**src/scb_pkg.sv**
```systemverilog
package scb_pkg;

    // Register byte addresses
    localparam logic [5:0] OFS_TX_FIRST  = 6'h00;
    localparam logic [5:0] OFS_TX_SECOND = 6'h04;
    localparam logic [5:0] OFS_TX_THIRD  = 6'h08;
    localparam logic [5:0] OFS_CONTROL   = 6'h0C;
    localparam logic [5:0] OFS_RX_FIRST  = 6'h10;
    localparam logic [5:0] OFS_RX_SECOND = 6'h14;
    localparam logic [5:0] OFS_RX_THIRD  = 6'h18;
    localparam logic [5:0] OFS_WIDTH     = 6'h1C;
    localparam logic [5:0] OFS_PORT3     = 6'h20;
    localparam logic [5:0] OFS_STATUS    = 6'h24;

    // Control word, port 3 and width register fields
    localparam int CB_GO  = 7;
    localparam int CB_SEL = 6;
    localparam int CB_ANS = 5;
    localparam int CB_L3  = 3;
    localparam int CB_L2  = 2;
    localparam int CB_L1  = 1;
    localparam int CB_L0  = 0;
    localparam int P3_HOLD = 6;
    localparam int WIDTH_W = 7;

    // Status fields
    localparam int ST_BUSY  = 0;
    localparam int ST_STR3  = 1;
    localparam int ST_RXACT = 2;

    localparam logic [7:0]  BYTE_RST  = 8'h00;
    localparam logic [31:0] WORD_ZERO = 32'h0000_0000;

    // Timing
    localparam int CLK_NS       = 100;
    localparam int STROBE_NS    = 500;
    localparam int STROBE_CYC   = (STROBE_NS + CLK_NS - 1) / CLK_NS;
    localparam int FRAME_BITS   = 24;
    localparam int ANS_DELAY    = 5;
    localparam int UNIT_PERIODS = 100;
    localparam int SYN_DIV      = 8;

    localparam logic [4:0] LAST_BIT  = 5'(FRAME_BITS - 1);
    localparam logic [4:0] GAP_LAST  = 5'(ANS_DELAY - 2);
    localparam logic [2:0] PULSE_LEN = 3'(STROBE_CYC);
    localparam logic [6:0] UNIT_LAST = 7'(UNIT_PERIODS - 1);
    localparam logic [2:0] DIV_LAST  = 3'(SYN_DIV - 1);
    localparam int         DIV_HALF  = 2;

    typedef enum logic [2:0] {
        SCB_IDLE,
        SCB_SHIFT,
        SCB_LATCH,
        SCB_GAP,
        SCB_RECV
    } scb_state_t;

endpackage : scb_pkg

```
**src/scb_sync_if.sv**
```systemverilog
`timescale 1ns/1ps
interface scb_sync_if;
    logic bclk_fall;
    logic data_in;

    modport prod (output bclk_fall, output data_in);
    modport cons (input bclk_fall, input data_in);
endinterface : scb_sync_if

```
**src/scb_pin_sync.sv**
```systemverilog
`timescale 1ns/1ps
module scb_pin_sync (
    input  wire logic clk,
    input  wire logic nrst,
    input  wire logic bclk_pin,
    input  wire logic data_pin,
    scb_sync_if.prod  sif
);
    logic [1:0] bclk_sync_r;
    logic [1:0] data_sync_r;
    logic       bclk_last_r;
    logic [1:0] bclk_sync_nxt;
    logic [1:0] data_sync_nxt;
    logic       bclk_last_nxt;

    always_comb begin
        bclk_sync_nxt = {bclk_sync_r[0], bclk_pin};
        data_sync_nxt = {data_sync_r[0], data_pin};
        bclk_last_nxt = bclk_sync_r[1];
    end

    always_ff @(posedge clk or negedge nrst) begin
        if (!nrst) begin
            bclk_sync_r <= 2'h0;
            data_sync_r <= 2'h0;
            bclk_last_r <= 1'b0;
        end else begin
            bclk_sync_r <= bclk_sync_nxt;
            data_sync_r <= data_sync_nxt;
            bclk_last_r <= bclk_last_nxt;
        end
    end

    // Falling edge of the bus clock
    assign sif.bclk_fall = bclk_last_r & ~bclk_sync_r[1];
    assign sif.data_in   = data_sync_r[1];
endmodule : scb_pin_sync

```
**src/scb_master.sv**
```systemverilog
`timescale 1ns/1ps
module scb_master
    import scb_pkg::*;
(
    input  wire logic        CLOCK,
    input  wire logic        NRST,
    input  wire logic [5:0]  AVS_ADDRESS,
    input  wire logic        AVS_READ,
    input  wire logic        AVS_WRITE,
    input  wire logic [31:0] AVS_WRITEDATA,
    input  wire logic [3:0]  AVS_BYTEENABLE,
    output logic      [31:0] AVS_READDATA,
    output logic             AVS_WAITREQUEST,
    input  wire logic        BUS_CLOCK,
    input  wire logic        DATA_IN,
    output logic             DATA_OUT,
    output logic             DATA_OE,
    output logic             STROBE_ZERO,
    output logic             STROBE_ONE,
    output logic             STROBE_TWO,
    output logic             STROBE_THREE,
    output logic             SYN_CLK,
    output logic             SYN_DATA,
    output logic             SEND_DONE,
    output logic             RECV_DONE
);
    import scb_pkg::*;

    scb_sync_if sif ();

    scb_pin_sync u_sync (
        .clk      (CLOCK),
        .nrst     (NRST),
        .bclk_pin (BUS_CLOCK),
        .data_pin (DATA_IN),
        .sif      (sif.prod)
    );

    scb_state_t  state_r,   state_nxt;
    logic [7:0]  tx_r [3],  tx_nxt [3];
    logic [7:0]  rx_r [3],  rx_nxt [3];
    logic [7:0]  ctrl_r,    ctrl_nxt;
    logic [6:0]  width_r,   width_nxt;
    logic [7:0]  port3_r,   port3_nxt;
    logic [23:0] tsh_r,     tsh_nxt;
    logic [23:0] rsh_r,     rsh_nxt;
    logic [4:0]  cnt_r,     cnt_nxt;
    logic        main_r,    main_nxt;
    logic        ans_r,     ans_nxt;
    logic [3:0]  lsel_r,    lsel_nxt;
    logic [2:0]  div_r,     div_nxt;
    logic [3:0]  pulse_r,   pulse_nxt;
    logic [2:0]  plen_r,    plen_nxt;
    logic        s3_r,      s3_nxt;
    logic [6:0]  pre_r,     pre_nxt;
    logic [31:0] rdata_r,   rdata_nxt;
    logic        wait_r,    wait_nxt;
    logic        dout_r,    dout_nxt;
    logic        oe_r,      oe_nxt;
    logic [3:0]  str_r,     str_nxt;
    logic        sclk_r,    sclk_nxt;
    logic        sdat_r,    sdat_nxt;
    logic        sdone_r,   sdone_nxt;
    logic        rdone_r,   rdone_nxt;

    logic        fall;
    logic        tick;
    logic        ack;
    logic        wr;
    logic [23:0] rword;

    always_comb begin
        fall  = sif.bclk_fall;
        tick  = fall && (main_r || div_r == DIV_LAST);
        ack   = (AVS_READ || AVS_WRITE) && !wait_r;
        wr    = AVS_WRITE && ack && AVS_BYTEENABLE[0];
        rword = {rsh_r[22:0], sif.data_in};

        state_nxt = state_r;
        tx_nxt    = tx_r;
        rx_nxt    = rx_r;
        ctrl_nxt  = ctrl_r;
        width_nxt = width_r;
        port3_nxt = port3_r;
        tsh_nxt   = tsh_r;
        rsh_nxt   = rsh_r;
        cnt_nxt   = cnt_r;
        main_nxt  = main_r;
        ans_nxt   = ans_r;
        lsel_nxt  = lsel_r;
        div_nxt   = div_r;
        pulse_nxt = pulse_r;
        plen_nxt  = plen_r;
        s3_nxt    = s3_r;
        pre_nxt   = pre_r;
        dout_nxt  = dout_r;
        oe_nxt    = oe_r;
        sclk_nxt  = !main_r && div_r[DIV_HALF] &&
                    (state_r == SCB_LATCH || (state_r == SCB_SHIFT && cnt_r != 5'h00));
        sdat_nxt  = sdat_r;
        sdone_nxt = 1'b0;
        rdone_nxt = 1'b0;

        // Avalon slave: one wait cycle, then answer
        wait_nxt  = !((AVS_READ || AVS_WRITE) && wait_r);
        rdata_nxt = rdata_r;
        if ((AVS_READ || AVS_WRITE) && wait_r) begin
            case (AVS_ADDRESS)
                OFS_TX_FIRST:  rdata_nxt = {24'h00_0000, tx_r[0]};
                OFS_TX_SECOND: rdata_nxt = {24'h00_0000, tx_r[1]};
                OFS_TX_THIRD:  rdata_nxt = {24'h00_0000, tx_r[2]};
                OFS_CONTROL:   rdata_nxt = {24'h00_0000, ctrl_r};
                OFS_RX_FIRST:  rdata_nxt = {24'h00_0000, rx_r[0]};
                OFS_RX_SECOND: rdata_nxt = {24'h00_0000, rx_r[1]};
                OFS_RX_THIRD:  rdata_nxt = {24'h00_0000, rx_r[2]};
                OFS_WIDTH:     rdata_nxt = {25'h000_0000, width_r};
                OFS_PORT3:     rdata_nxt = {24'h00_0000, port3_r};
                OFS_STATUS:    rdata_nxt = {29'h0000_0000,
                                            state_r == SCB_GAP || state_r == SCB_RECV,
                                            str_r[3], state_r != SCB_IDLE};
                default:       rdata_nxt = WORD_ZERO;
            endcase
        end

        if (wr) begin
            case (AVS_ADDRESS)
                OFS_TX_FIRST:  tx_nxt[0] = AVS_WRITEDATA[7:0];
                OFS_TX_SECOND: tx_nxt[1] = AVS_WRITEDATA[7:0];
                OFS_TX_THIRD:  tx_nxt[2] = AVS_WRITEDATA[7:0];
                OFS_CONTROL:   ctrl_nxt  = AVS_WRITEDATA[7:0];
                OFS_WIDTH:     width_nxt = AVS_WRITEDATA[WIDTH_W-1:0];
                OFS_PORT3:     port3_nxt = AVS_WRITEDATA[7:0];
                default: begin
                end
            endcase
        end

        // Strobe pulse of fixed length
        if (plen_r != 3'h0) begin
            plen_nxt = plen_r - 3'h1;
            if (plen_r == 3'h1) begin
                pulse_nxt = 4'h0;
            end
        end

        // Strobe three width countdown on the main bus
        if (s3_r && fall) begin
            if (pre_r == UNIT_LAST) begin
                pre_nxt = 7'h00;
                if (width_nxt != 7'h00) begin
                    width_nxt = width_nxt - 7'h01;
                end
            end else begin
                pre_nxt = pre_r + 7'h01;
            end
        end
        if (s3_r && width_nxt == 7'h00 && !port3_nxt[P3_HOLD]) begin
            s3_nxt = 1'b0;
        end

        if (!main_r && (state_r == SCB_SHIFT || state_r == SCB_LATCH) && fall) begin
            div_nxt = div_r + 3'h1;
        end

        case (state_r)
            SCB_IDLE: begin
                if (ctrl_r[CB_GO]) begin
                    state_nxt = SCB_SHIFT;
                    tsh_nxt   = {tx_r[0], tx_r[1], tx_r[2]};
                    cnt_nxt   = 5'h00;
                    div_nxt   = 3'h0;
                    main_nxt  = ctrl_r[CB_SEL];
                    ans_nxt   = ctrl_r[CB_SEL] && ctrl_r[CB_ANS];
                    lsel_nxt  = ctrl_r[3:0];
                end
            end
            SCB_SHIFT: begin
                if (tick) begin
                    if (main_r) begin
                        dout_nxt = tsh_r[FRAME_BITS-1];
                        oe_nxt   = 1'b1;
                    end else begin
                        sdat_nxt = tsh_r[FRAME_BITS-1];
                    end
                    tsh_nxt = {tsh_r[22:0], 1'b0};
                    cnt_nxt = cnt_r + 5'h01;
                    if (cnt_r == LAST_BIT) begin
                        state_nxt = SCB_LATCH;
                    end
                end
            end
            SCB_LATCH: begin
                if (tick) begin
                    oe_nxt    = 1'b0;
                    sdat_nxt  = 1'b0;
                    sdone_nxt = 1'b1;
                    ctrl_nxt  = BYTE_RST;
                    cnt_nxt   = 5'h00;
                    if (main_r && lsel_r[1:0] == 2'h0) begin
                        s3_nxt  = 1'b1;
                        pre_nxt = 7'h00;
                    end else begin
                        pulse_nxt = main_r ? {2'h0, lsel_r[CB_L1], lsel_r[CB_L0]}
                                           : {lsel_r[CB_L3], lsel_r[CB_L2], 2'h0};
                        plen_nxt  = PULSE_LEN;
                    end
                    state_nxt = ans_r ? SCB_GAP : SCB_IDLE;
                end
            end
            SCB_GAP: begin
                if (fall) begin
                    cnt_nxt = cnt_r + 5'h01;
                    if (cnt_r == GAP_LAST) begin
                        state_nxt = SCB_RECV;
                        cnt_nxt   = 5'h00;
                    end
                end
            end
            SCB_RECV: begin
                if (fall) begin
                    rsh_nxt = rword;
                    cnt_nxt = cnt_r + 5'h01;
                    if (cnt_r == LAST_BIT) begin
                        rx_nxt[0] = rword[23:16];
                        rx_nxt[1] = rword[15:8];
                        rx_nxt[2] = rword[7:0];
                        rdone_nxt = 1'b1;
                        state_nxt = SCB_IDLE;
                    end
                end
            end
            default: begin
                state_nxt = SCB_IDLE;
            end
        endcase

        str_nxt = {pulse_nxt[3] | s3_nxt, pulse_nxt[2:0]};
    end

    always_ff @(posedge CLOCK or negedge NRST) begin
        if (!NRST) begin
            state_r <= SCB_IDLE;
            tx_r    <= '{BYTE_RST, BYTE_RST, BYTE_RST};
            rx_r    <= '{BYTE_RST, BYTE_RST, BYTE_RST};
            ctrl_r  <= BYTE_RST;
            width_r <= 7'h00;
            port3_r <= BYTE_RST;
            tsh_r   <= 24'h00_0000;
            rsh_r   <= 24'h00_0000;
            cnt_r   <= 5'h00;
            main_r  <= 1'b0;
            ans_r   <= 1'b0;
            lsel_r  <= 4'h0;
            div_r   <= 3'h0;
            pulse_r <= 4'h0;
            plen_r  <= 3'h0;
            s3_r    <= 1'b0;
            pre_r   <= 7'h00;
            rdata_r <= WORD_ZERO;
            wait_r  <= 1'b1;
            dout_r  <= 1'b0;
            oe_r    <= 1'b0;
            str_r   <= 4'h0;
            sclk_r  <= 1'b0;
            sdat_r  <= 1'b0;
            sdone_r <= 1'b0;
            rdone_r <= 1'b0;
        end else begin
            state_r <= state_nxt;
            tx_r    <= tx_nxt;
            rx_r    <= rx_nxt;
            ctrl_r  <= ctrl_nxt;
            width_r <= width_nxt;
            port3_r <= port3_nxt;
            tsh_r   <= tsh_nxt;
            rsh_r   <= rsh_nxt;
            cnt_r   <= cnt_nxt;
            main_r  <= main_nxt;
            ans_r   <= ans_nxt;
            lsel_r  <= lsel_nxt;
            div_r   <= div_nxt;
            pulse_r <= pulse_nxt;
            plen_r  <= plen_nxt;
            s3_r    <= s3_nxt;
            pre_r   <= pre_nxt;
            rdata_r <= rdata_nxt;
            wait_r  <= wait_nxt;
            dout_r  <= dout_nxt;
            oe_r    <= oe_nxt;
            str_r   <= str_nxt;
            sclk_r  <= sclk_nxt;
            sdat_r  <= sdat_nxt;
            sdone_r <= sdone_nxt;
            rdone_r <= rdone_nxt;
        end
    end

    assign AVS_READDATA    = rdata_r;
    assign AVS_WAITREQUEST = wait_r;
    assign DATA_OUT        = dout_r;
    assign DATA_OE         = oe_r;
    assign STROBE_ZERO     = str_r[0];
    assign STROBE_ONE      = str_r[1];
    assign STROBE_TWO      = str_r[2];
    assign STROBE_THREE    = str_r[3];
    assign SYN_CLK         = sclk_r;
    assign SYN_DATA        = sdat_r;
    assign SEND_DONE       = sdone_r;
    assign RECV_DONE       = rdone_r;
endmodule : scb_master

```
**config.mk**
```make
export PLATFORM = sky130hd
export DESIGN_NAME = scb_master
export DESIGN_NICKNAME = d
export VERILOG_FILES = /design/src/scb_pkg.sv /design/src/scb_sync_if.sv /design/src/scb_pin_sync.sv /design/src/scb_master.sv
export SDC_FILE = /design/constraint.sdc
export NUM_CORES = 1
export LEC_CHECK = 0
export ABC_AREA = 0
export BUFFER_PORTS_ARGS = -buffer_cell sky130_fd_sc_hd__buf_2
export CORE_ASPECT_RATIO = 1.5
export CORE_MARGIN = 5
export CORE_UTILIZATION = 55
export DETAILED_ROUTE_END_ITERATION = 7
export GPL_TIMING_DRIVEN = 1
export PLACE_DENSITY = 0.75
export SKIP_LAST_GASP = 1
export SLEW_MARGIN = 25
export SYNTH_ARGS = -nofsm -noshare
export SYNTH_HDL_FRONTEND = slang
export SYNTH_SLANG_ARGS = --single-unit
```
**constraint.sdc**
```tcl
create_clock -name CLOCK -period 9.9 [get_ports CLOCK]
set_clock_uncertainty 0.1 [all_clocks]
set_input_delay 1.98 -clock CLOCK [delete_from_list [all_inputs] [get_ports CLOCK]]
set_output_delay 1.98 -clock CLOCK [all_outputs]
set_load 0.005 [all_outputs]
```
# Yosys cells after proc, flatten, opt, wreduce, memory -nomap -nowiden
# Cells that the tools add are included.
[word_totals]
output_inout_bits = 43
in_bits = 48
regBits = 198
elab_cells = 184
latchBits = 0
mem_count = 0
ram_bits = 0
romBits = 0
[op_classes]
reduce_logical = 48
bitwise_logic = 3
mul = 0
n_addsub = 5
shifts = 0
n_div = 0
order_cmp = 0
mux = 66
n_eq_ne = 28
[ops]
columns = ["cell", "n"]
rows = [
  ["7-bit two-way mux", 12],
  ["8-bit case mux with 10 select lines", 1],
  ["24-bit two-way mux", 2],
  ["24-bit case mux with 2 select lines", 1],
  ["3-bit two-way mux", 15],
  ["8-bit two-way mux", 4],
  ["5-bit two-way mux", 6],
  ["5-bit case mux with 5 select lines", 1],
  ["6-bit by 5-bit == test with 1-bit output (second input constant)", 4],
  ["4-bit two-way mux", 6],
  ["1-bit logical AND", 15],
  ["3-bit case mux with 5 select lines", 1],
  ["1-bit two-way mux", 14],
  ["2-bit inequality test (second input constant)", 7],
  ["6-bit by 4-bit == test with 1-bit output (second input constant)", 2],
  ["6-bit == test (second input constant)", 2],
  ["2-bit AND reduction", 6],
  ["5-bit nonzero test", 2],
  ["3-bit AND reduction", 3],
  ["4-bit AND reduction", 2],
  ["8-bit AND reduction", 1],
  ["7-bit by 1-bit adder with 7-bit output (second input constant)", 1],
  ["7-bit == test (second input constant)", 1],
  ["7-bit zero test", 1],
  ["25 further kinds", 40],
]

# Longest topological paths before layout
# Gate-level depths: netlist (run 1).
[logic_depth]
word_depth = 17
ltp_mapped = 12
mapped_depth_nobuf = 10

# Cells and area by module
# Synthesis (run 1) repeated with hierarchy kept, for this count alone.
[unflattened]
hier_cells = 751
hier_area_um2 = 8182.8
[modules_own_cells]
columns = ["module", "instances", "seq_area_each_um2", "cells_per_inst", "area_per_inst_um2"]
rows = [
  ["scb_master", 1, 4155.2, 745, 8044.0],
  ["scb_pin_sync", 1, 125.1, 6, 138.9],
]

# Least setup slack after synthesis (run 1)
# Ideal clock, no wire load.
[synth_path]
path_type = "input to register"
from = "in AVS_ADDRESS[4]"
to = "reg str_r[3]"
slack_ns = 5.224
t_required_ns = 9.676
path_buffers = 2
arrival_time_ns = 4.452
cell_stages = 12
setup_time_ns = 0.124
cell_sequence = "buf_2 nor2b_1 nand3_1 buf_2 mux2i_1 ha_1 o41ai_1 a221o_1 a21oi_1 o221ai_1 o32a_1 or2_1"
[synth_via]
elab_chain_len = 15
elab_cells_between_ends = 20
cone_classes = "add/sub: 1; eq/ne: 2; mux: 11; bitwise: 1; reduce/logical: 5"
[synth_rtl]
columns = ["element", "line", "rtl"]
rows = [
  ["start: declaration", "scb_master.sv:7", "input wire logic [5:0] AVS_ADDRESS,"],
  ["6-bit by 5-bit == test with 1-bit output", "scb_master.sv:126", "case (AVS_ADDRESS)"],
  ["7-bit two-way mux", "scb_master.sv:126", ""],
  ["7-bit two-way mux", "scb_master.sv:125", "if (wr) begin"],
  ["7-bit by 1-bit subtractor with 7-bit output / 7-bit nonzero test (equally long branches)", "scb_master.sv:151, scb_master.sv:150", ""],
  ["7-bit two-way mux", "scb_master.sv:150", "if (width_nxt != 7'h00) begin"],
  ["7-bit two-way mux", "scb_master.sv:148", "if (pre_r == UNIT_LAST) begin"],
  ["7-bit two-way mux", "scb_master.sv:147", "if (s3_r && fall) begin"],
  ["7-bit zero test", "scb_master.sv:157", "if (s3_r && width_nxt == 7'h00 && !port3_nxt[P3_HOLD]) begin"],
  ["1-bit logical AND", "scb_master.sv:157", ""],
  ["1-bit logical AND *", "scb_master.sv:157", ""],
  ["1-bit two-way mux *", "scb_master.sv:157", ""],
  ["1-bit two-way mux", "scb_master.sv:199", "if (main_r && lsel_r[1:0] == 2'h0) begin"],
  ["1-bit two-way mux", "scb_master.sv:193", "if (tick) begin"],
  ["1-bit two-way mux *", "scb_master.sv:165", "case (state_r)"],
  ["named net s3_nxt", "scb_master.sv:54", "logic s3_r, s3_nxt;"],
  ["1-bit bitwise OR *", "scb_master.sv:237", "str_nxt = {pulse_nxt[3] | s3_nxt, pulse_nxt[2:0]};"],
  ["named net str_nxt[3]", "scb_master.sv:60", "logic [3:0] str_r, str_nxt;"],
  ["end signal: assignment", "scb_master.sv:290", "str_r <= str_nxt;"],
  ["end: declaration", "scb_master.sv:60", ""],
]
# Mark *: on every way through the listed nets, which the timed path passes. The rest lies on a longest branch.
# A chain may end at the register's enable or synchronous reset.

# Final worst setup path (run 1)
# Ends and elaborated chain as after synthesis.

==> impl_metrics.sql, run 1 <==
INSERT INTO impl_metrics (metric_group, metric, value, unit) VALUES
('global_route', 'total_gr_overflow', '0', ''),
('finish', 'fill_cells', '1161', ''),
('clocking', 'postCtsResizedCells', '0', ''),
('power_and_ir_drop', 'p_switching', '0.000579', 'W'),
('setup_path', 'cp_data_required_time', '10100', 'ps'),
('finish', 'layout.area.seq', '4280', 'um^2'),
('global_route', 'antenna_found_initial', '0', ''),
('synth', 'seq_area_frac_synth', '53.5', '%'),
('placement', 'pre_cts_ws', '4500', 'ps'),
('power_and_ir_drop', 'power.clock.fraction', '37.2', '%'),
('power_and_ir_drop', 'static-leakage-power', '4.41', 'nW'),
('sta', 'final_critical_path_setup_slack', '4880', 'ps'),
('setup_path', 'critPathLaunchType', 'primary input', ''),
('floorplan', 'core_area', '14400', 'um^2'),
('finish', 'antenna_cells', '0', ''),
('power_and_ir_drop', 'power_density_cells', '220', 'nW/um^2'),
('floorplan', 'fp-row-count', '54', ''),
('floorplan', 'die_h', '158', 'um'),
('setup_path', 'worst_setup_path_end_kind', 'flip-flop', ''),
('synth', 'ff_latch_count_synth', '171', ''),
('placement', 'post-dp-hpwl', '13300', 'um'),
('floorplan', 'total_die_area', '17100', 'um^2'),
('sta', 'finalCritPeriodShare', '50.7', '%'),
('synth', 'synth_flop_cell', 'sky130_fd_sc_hd__dfrtp_1', ''),
('route', 'route.detailed.wl_per_inst', '18.1', 'um'),
('power_and_ir_drop', 'internal_power', '0.00138', 'W'),
('finish', 'layout_common_cells', 'sky130_fd_sc_hd__dfrtp_1 (170), sky130_fd_sc_hd__nand2_1 (170), sky130_fd_sc_hd__nor2_1 (60)', ''),
('power_and_ir_drop', 'seq_power_share', '44.2', '%'),
('sta', 'period_minus_slack', '5020', 'ps'),
('clocking', 'numCtsBuffers', '17', ''),
('synth', 'netlist_area_before_placement', '8000', 'um^2'),
('power_and_ir_drop', 'ir_drop', '0.131', 'mV'),
('sta', 'worst_slew_margin_rel', '26.0', '%'),
('sta', 'timing_hold_violations_final', '0', ''),
('synth', 'ys_warn_count', '0', ''),
('global_route', 'largest_net_degree_at_the_start_of_global_routing', '116', ''),
('clocking', 'cts_hold_buffers', '0', ''),
('finish', 'multi_input_area', '3460', 'um^2'),
('synth', 'number_of_synthesized_flops_with_an_enable_pin', '0', ''),
('clocking', 'postCtsSetupBuffers', '0', ''),
('route', 'via_per_inst', '5.88', ''),
('finish', 'layout-drive-gt1-share', '17.3', '%'),
('global_route', 'wire_length_of_the_first_global_routing_pass', '30800', 'um'),
('clocking', 'clock_tree_from_tritoncts', 'yes', ''),
('placement', 'globalplace.congestion', '0.917', ''),
('global_route', 'grt_pass1_vias', '6080', ''),
('route', 'drtIter0Drc', '581', ''),
('power_and_ir_drop', 'swShare', '29.5', '%'),
('route', 'drt_first_pass_iters', '8', ''),
('clocking', 'cts-root-to-sink-buffers', '2', ''),
('synth', 'synthCells', '789', ''),
('sta', 'tightest_slew', '1100', 'ps'),
('outcome', 'run_status', 'finished clean', ''),
('clocking', 'clock-root-buffer', 'sky130_fd_sc_hd__clkbuf_16', ''),
('clocking', 'cts.reportedPaths.clkPinSlew', '60', 'ps'),
('floorplan', 'floorplan.die.width', '108', 'um'),
('floorplan', 'floorplan.initialDensity', '55.6', '%'),
('flow_run', 'maxCapViolCount', '0', ''),
('setup_path', 'top_fanout_value_on_the_critical_path', '16', ''),
('sta', 'rsz_0062_raised_after_global_routing', 'no', ''),
('finish', 'synthToLayoutAreaGrowth', '11.6', '%'),
('synth', 'synth_cell_type_count', '63', ''),
('synth', 'synth.avg_cell_area', '10.1', 'um^2'),
('global_route', 'grt_util_all_layers', '23.0', '%'),
('clocking', 'cts_num_sinks', '171', ''),
('setup_path', 'timing.setup.critical_path_class', 'primary input to flip-flop', ''),
('hold_path', 'hold_path_class', 'flip-flop to flip-flop', ''),
('setup_path', 'arrival', '5220', 'ps'),
('floorplan', 'design.portCount', '91', ''),
('route', 'drc_violations_left', '0', ''),
('finish', 'number_of_nets_in_the_layout', '873', ''),
('power_and_ir_drop', 'power.combinational.fraction', '18.6', '%'),
('sta', 'achievable-frequency', '199', 'MHz'),
('sta', 'setup-tns-final', '0', 'ps'),
('route', 'route.antenna.remaining_nets', '0', ''),
('sta', 'finalSetupViolations', '0', ''),
('clocking', 'h-tree-depth', '4', ''),
('route', 'route.vias.total', '6021', ''),
('synth', 'synth-async-reset-ratio', '100', '%'),
('clocking', 'insertion_delay', '420', 'ps'),
('sta', 'timing_max_transition_violations_final', '0', ''),
('placement', 'port_buffers', '39', ''),
('route', 'routed_wl', '18500', 'um');
## critical path, cell delays in order
cell,delay (ps)
sky130_fd_sc_hd__buf_2,200
sky130_fd_sc_hd__nor2b_1,280
sky130_fd_sc_hd__nand3_1,640
sky130_fd_sc_hd__mux2i_1,510
sky130_fd_sc_hd__ha_1,300
sky130_fd_sc_hd__o41ai_1,120
sky130_fd_sc_hd__a221o_1,320
sky130_fd_sc_hd__a21oi_1,160
sky130_fd_sc_hd__o221ai_1,130
sky130_fd_sc_hd__o32a_1,370
sky130_fd_sc_hd__or2_1,210
## state kept, by name, summed over array words and instances, names as in the netlist, 7 cells and up
name	cells
AVS_READDATA	8
rx_r	24
width_r	7
tsh_r	24
rsh_r	23
port3_r	8
tx_r	24
pre_r	7
ctrl_r	8
## cell usage after synthesis, types with 2 or more instances
| master | instances | share of area, % |
|---|---|---|
| sky130_fd_sc_hd__o21ai_0 | 24 | 1.5 |
| sky130_fd_sc_hd__dfrtp_1 | 170 | 53 |
| sky130_fd_sc_hd__a22oi_1 | 10 | 0.94 |
| sky130_fd_sc_hd__nand2_1 | 170 | 8.0 |
| sky130_fd_sc_hd__inv_1 | 14 | 0.66 |
| sky130_fd_sc_hd__or3_1 | 2 | 0.16 |
| sky130_fd_sc_hd__buf_4 | 24 | 2.3 |
| sky130_fd_sc_hd__nand3_1 | 17 | 1.1 |
| sky130_fd_sc_hd__nor2_1 | 60 | 2.8 |
| sky130_fd_sc_hd__clkbuf_1 | 31 | 1.5 |
| sky130_fd_sc_hd__a22o_1 | 10 | 1.1 |
| sky130_fd_sc_hd__or4b_2 | 2 | 0.25 |
| sky130_fd_sc_hd__a222oi_1 | 9 | 1.1 |
| sky130_fd_sc_hd__xnor2_1 | 8 | 0.88 |
| sky130_fd_sc_hd__xor2_1 | 4 | 0.44 |
| sky130_fd_sc_hd__or4_1 | 2 | 0.19 |
| sky130_fd_sc_hd__nor2b_1 | 3 | 0.23 |
| sky130_fd_sc_hd__a31oi_1 | 29 | 2.3 |
| sky130_fd_sc_hd__o31ai_1 | 4 | 0.38 |
| sky130_fd_sc_hd__ha_1 | 9 | 1.4 |
| sky130_fd_sc_hd__and4b_1 | 2 | 0.25 |
| sky130_fd_sc_hd__mux2_2 | 56 | 7.9 |
| sky130_fd_sc_hd__a21o_1 | 5 | 0.47 |
| sky130_fd_sc_hd__nor3_1 | 19 | 1.2 |
| sky130_fd_sc_hd__and2_1 | 5 | 0.39 |
| sky130_fd_sc_hd__nand4_1 | 5 | 0.39 |
| sky130_fd_sc_hd__a221oi_1 | 6 | 0.66 |
| sky130_fd_sc_hd__or2_2 | 2 | 0.16 |
| sky130_fd_sc_hd__o21ai_1 | 2 | 0.13 |
| sky130_fd_sc_hd__nor3b_1 | 2 | 0.19 |
| sky130_fd_sc_hd__nand2b_1 | 5 | 0.39 |
| sky130_fd_sc_hd__nor4_1 | 2 | 0.16 |
| sky130_fd_sc_hd__mux2i_1 | 21 | 2.6 |
| sky130_fd_sc_hd__a21oi_1 | 24 | 1.5 |
| sky130_fd_sc_hd__a32o_1 | 2 | 0.25 |
| sky130_fd_sc_hd__buf_2 | 2 | 0.13 |
## area by class of cell
cell class                      count  share of cell area (%)
Clock buffer                       18                    4.92
Clock inverter                     13                    2.40
Inverter                           15                   0.630
Multi-Input combinational cell    568                    38.8
Sequential cell                   171                    47.9
Tap cell                          196                    2.75
Timing Repair Buffer               43                    2.62
## layer usage
layer / vias to the layer above / track usage [%] / share of wire (%)
met5: - / 0 / 0
met4: 0 / 10.3 / 4.2
met3: 52 / 4.00 / 4.8
met2: 208 / 39.5 / 51
met1: 2966 / 28.3 / 40
li1: 2795 / - / -
## worst paths after layout
path,to,depth (start not counted),from,slack (ps)
max,str_r[3],11,AVS_ADDRESS[4],4880
min,u_sync.data_sync_r[1],0,u_sync.data_sync_r[0],250
max reg2reg,str_r[3],10,AVS_WAITREQUEST,6120
min reg2reg,u_sync.data_sync_r[1],0,u_sync.data_sync_r[0],250
max in group asynchronous,ctrl_r[0],2,NRST,6870
min in group asynchronous,tsh_r[21],1,NRST,1580
## through the flow
step	hold WS [ps]	instance area, um^2	power [W]	utilization [%]	std cells
3_5_place_dp	236	8270	0.00124	57.5	993
6_report	250	8930	0.00196	62.1	1024
3_3_place_gp	233	8270	0.00121	57.4	993
2_1_floorplan	231	8090	0.00114	-	812
4_1_cts	250	8920	0.00197	62.0	1024
5_1_grt	260	8930	0.00207	62.1	1024
## power groups by stage
stage	clock network [W]	logic, W	registers, W
after global routing	0.000775	0.000414	0.000879
after detailed placement	0	0.000362	0.000877
after floorplan	0	0.000293	0.000843
final	0.000730	0.000364	0.000867
after CTS	0.000739	0.000364	0.000866
after global placement	0	0.000343	0.000870
## logic make-up after synthesis
group,count (synthesis),share of synthesized area (%)
multiplexers,77,10.5
flip-flops,171,53.5
buffers and inverters,73,4.58
XOR/XNOR,12,1.31
AO/OA/AOI/OAI,137,11.6
AND/OR/NAND/NOR,309,17.1
adder cells (fa/ha/maj),9,1.41
other,1,0.0469
Note: power is estimated with default switching activity, not from simulation.
==> run 2, diff against run 1 <==
--- a/config.mk
+++ b/config.mk
@@ -5,7 +5,7 @@
 export SDC_FILE = /design/constraint.sdc
 export NUM_CORES = 1
 export LEC_CHECK = 0
-export ABC_AREA = 0
+export ABC_AREA = 1
 export BUFFER_PORTS_ARGS = -buffer_cell sky130_fd_sc_hd__buf_2
 export CORE_ASPECT_RATIO = 1.5
 export CORE_MARGIN = 5
==> constraint.sdc (replaced) <==
create_clock -name CLOCK -period 4.9 [get_ports CLOCK]
set_clock_uncertainty 0.1 [all_clocks]
set_input_delay 0.98 -clock CLOCK [delete_from_list [all_inputs] [get_ports CLOCK]]
set_output_delay 0.98 -clock CLOCK [all_outputs]
set_load 0.005 [all_outputs]
==> impl_metrics.sql, run 2 <==
INSERT INTO impl_metrics (metric_group, metric, value, unit) VALUES
('sta', 'final_critical_path_setup_slack', '1950', 'ps'),
('synth', 'netlist_area_before_placement', '8070', 'um^2'),
('floorplan', 'total_die_area', '17200', 'um^2'),
('route', 'drc_violations_left', '0', ''),
('floorplan', 'design.portCount', '91', ''),
('clocking', 'numCtsBuffers', '17', ''),
('clocking', 'clock_tree_from_tritoncts', 'yes', ''),
('synth', 'area_leader_netlist', 'sky130_fd_sc_hd__dfrtp_1', ''),
('synth', 'synth_top_cells_by_count', 'sky130_fd_sc_hd__nand2_1 (210), sky130_fd_sc_hd__dfrtp_1 (170), sky130_fd_sc_hd__inv_1 (127)', ''),
('finish', 'antenna_cells', '0', ''),
('synth', 'synth_cell_type_count', '46', ''),
('placement', 'port_buffers', '39', ''),
('synth', 'synth_flop_cell', 'sky130_fd_sc_hd__dfrtp_1', ''),
('finish', 'stdcell_count', '1180', ''),
('sta', 'period_minus_slack', '2950', 'ps'),
('global_route', 'wire_length_of_the_first_global_routing_pass', '29600', 'um'),
('finish', 'top_regs', 'rx_r x24, tsh_r x24, tx_r x24', ''),
('finish', 'layout_common_cells', 'sky130_fd_sc_hd__nand2_1 (210), sky130_fd_sc_hd__dfrtp_1 (170), sky130_fd_sc_hd__inv_1 (127)', ''),
('clocking', 'clock-root-buffer', 'sky130_fd_sc_hd__clkbuf_16', ''),
('setup_path', 'cp_data_required_time', '5110', 'ps'),
('clocking', 'insertion_delay', '430', 'ps'),
('setup_path', 'top_fanout_value_on_the_critical_path', '12', ''),
('finish', 'synthToLayoutAreaGrowth', '11.4', '%'),
('hold_path', 'hold_path_class', 'flip-flop to flip-flop', ''),
('synth', 'synth-async-reset-ratio', '100', '%'),
('synth', 'synth.most_common_cell', 'sky130_fd_sc_hd__nand2_1', ''),
('floorplan', 'floorplan.die.width', '109', 'um'),
('clocking', 'cts-root-to-sink-buffers', '2', ''),
('sta', 'finalCritPeriodShare', '60.2', '%'),
('synth', 'number_of_synthesized_flops_with_an_enable_pin', '0', ''),
('synth', 'synth.avg_cell_area', '8.61', 'um^2'),
('placement', 'globalplace.congestion', '0.904', ''),
('finish', 'commonest_non_fill_non_tap_cell_in_the_layout', 'sky130_fd_sc_hd__nand2_1', ''),
('finish', 'final_core_area_utilization', '62.2', '%'),
('clocking', 'h-tree-depth', '4', ''),
('setup_path', 'worst_setup_path_end_kind', 'flip-flop', ''),
('sta', 'timing_max_transition_violations_final', '0', ''),
('finish', 'layout-drive-gt1-share', '12.0', '%'),
('route', 'route.detailed.wl_per_inst', '15.1', 'um'),
('synth', 'synth_top_area_share', '52.7', '%'),
('setup_path', 'crit_buf_inv', '1', ''),
('sta', 'achievable-frequency', '339', 'MHz'),
('floorplan', 'floorplan.initialDensity', '55.8', '%'),
('global_route', 'grt_pass1_vias', '6040', ''),
('route', 'drtIter0Drc', '407', ''),
('setup_path', 'critPathLaunchType', 'primary input', ''),
('global_route', 'largest_net_degree_at_the_start_of_global_routing', '111', ''),
('global_route', 'total_gr_overflow', '0', ''),
('synth', 'ys_warn_count', '0', ''),
('finish', 'fill_cells', '1270', ''),
('floorplan', 'core_area', '14500', 'um^2'),
('placement', 'pre_cts_ws', '1590', 'ps'),
('sta', 'setup-tns-final', '0', 'ps'),
('power_and_ir_drop', 'power', '0.00394', 'W'),
('setup_path', 'path_common_cell', 'sky130_fd_sc_hd__nand2_1', ''),
('sta', 'timing_hold_violations_final', '0', ''),
('finish', 'number_of_nets_in_the_layout', '1028', ''),
('setup_path', 'path_delay_family', 'simple AND/OR/NAND/NOR gates', ''),
('floorplan', 'fp-row-count', '54', ''),
('power_and_ir_drop', 'ir_drop', '0.212', 'mV'),
('sta', 'finalSetupViolations', '0', ''),
('route', 'drt_first_pass_iters', '7', ''),
('floorplan', 'die_h', '158', 'um'),
('route', 'route.vias.total', '6284', ''),
('route', 'route.antenna.remaining_nets', '0', ''),
('clocking', 'postCtsSetupBuffers', '0', ''),
('clocking', 'postCtsResizedCells', '0', ''),
('global_route', 'grt_util_all_layers', '22.1', '%'),
('sta', 'tightest_slew', '868', 'ps'),
('setup_path', 'timing.setup.critical_path_class', 'primary input to flip-flop', ''),
('clocking', 'cts.reportedPaths.clkPinSlew', '70', 'ps'),
('sta', 'rsz_0062_raised_after_global_routing', 'no', ''),
('placement', 'post-dp-hpwl', '12600', 'um'),
('placement', 'place_inst', '1148', ''),
('clocking', 'cts_hold_buffers', '0', ''),
('flow_run', 'maxCapViolCount', '0', ''),
('setup_path', 'worstPathCellList', 'buf_2, nand2_1, nor2_2, nand3_2, nand2_1, nand2_1, nor2_4, nand4_1, nand2_1, nand3_1, nor2_1, nand2_1, nand2_2, nand3_2', ''),
('power_and_ir_drop', 'static-leakage-power', '4.28', 'nW'),
('outcome', 'run_status', 'finished clean', ''),
('clocking', 'cts_num_sinks', '171', ''),
('route', 'via_per_inst', '5.33', ''),
('sta', 'worst_slew_margin_rel', '41.9', '%'),
('synth', 'ff_latch_count_synth', '171', ''),
('setup_path', 'crit_slowest_cell', 'sky130_fd_sc_hd__nor2_2', ''),
('synth', 'seq_area_frac_synth', '53.0', '%'),
('route', 'routed_wl', '17900', 'um'),
('synth', 'synth_top_cells_by_area', 'sky130_fd_sc_hd__dfrtp_1 (53%), sky130_fd_sc_hd__nand2_1 (9.8%), sky130_fd_sc_hd__o21ai_0 (7.6%)', ''),
('power_and_ir_drop', 'power_density_cells', '438', 'nW/um^2'),
('setup_path', 'slowest_stage_delay_on_critical_path', '380', 'ps'),
('synth', 'synthCells', '937', ''),
('global_route', 'antenna_found_initial', '0', ''),
('setup_path', 'arrival', '3160', 'ps');
## run 2: changes by cell type after synthesis, sizes merged, moves of 8 or more
cell	change
xnor2	-8
nor3	-8
mux2	-56
mux2i	-20
nand3	+20
clkbuf	-11
a222oi	-9
nand2	+48
inv	+119
o211ai	+26
a22o	-10
a31oi	-26
a21oi	+9
o21ai	+102
## run 2: final cells by class
type / instances / area [um^2] / area share (%)
Inverter: 135 / 507 / 5.64
Tap cell: 196 / 245 / 2.73
Sequential cell: 171 / 4280 / 47.6
Clock inverter: 13 / 184 / 2.05
Multi-Input combinational cell: 600 / 3060 / 34.0
Clock buffer: 19 / 443 / 4.93
Timing Repair Buffer: 46 / 269 / 2.99
## run 2: power by group
part           switching, W  internal, W
clock network      0.000589     0.000830
registers          0.000122      0.00163
logic              0.000521     0.000251
total               0.00123      0.00271
## run 2: routing by layer
metal  up-vias  share of wire [%]  global-route usage (%)
met5         -                  0                       0
met4         0                2.2                    7.04
met3        32                3.9                    4.50
met2       152                 51                    38.1
met1      3004                 43                    27.8
li1       3096                  -                       -
## run 2: worst paths after layout
check	from	endpoint	slack [ps]	cells past startpoint
setup / recovery	AVS_WRITE	str_r[3]	1950	14
hold / removal	u_sync.bclk_sync_r[0]	u_sync.bclk_sync_r[1]	240	0
setup reg to reg	AVS_WAITREQUEST	str_r[3]	2240	12
hold reg to reg	u_sync.bclk_sync_r[0]	u_sync.bclk_sync_r[1]	240	0
max in group asynchronous	NRST	tsh_r[0]	3300	2
min in group asynchronous	NRST	rsh_r[19]	550	1
## run 2: cell families (layout without fill, tap and decap cells)
family / Yosys count / in the layout / share of synthesized area [%]
AO/OA/AOI/OAI: 227 / 227 / 16.4
XOR/XNOR: 3 / 3 / 0.326
adder cells (fa/ha/maj): 9 / 9 / 1.40
buffers and inverters: 189 / 213 / 10.3
flip-flops: 171 / 171 / 53.0
multiplexers: 1 / 1 / 0.124
other: 1 / 24 / 0.0465
AND/OR/NAND/NOR: 336 / 336 / 18.4
## run 2: per-stage QoR
stage	cell area, um^2	hold WS (ps)
after detailed placement	8360	242
after floorplan	8160	231
after CTS	8980	248
final	8990	243
after global placement	8360	233
after global routing	8990	255
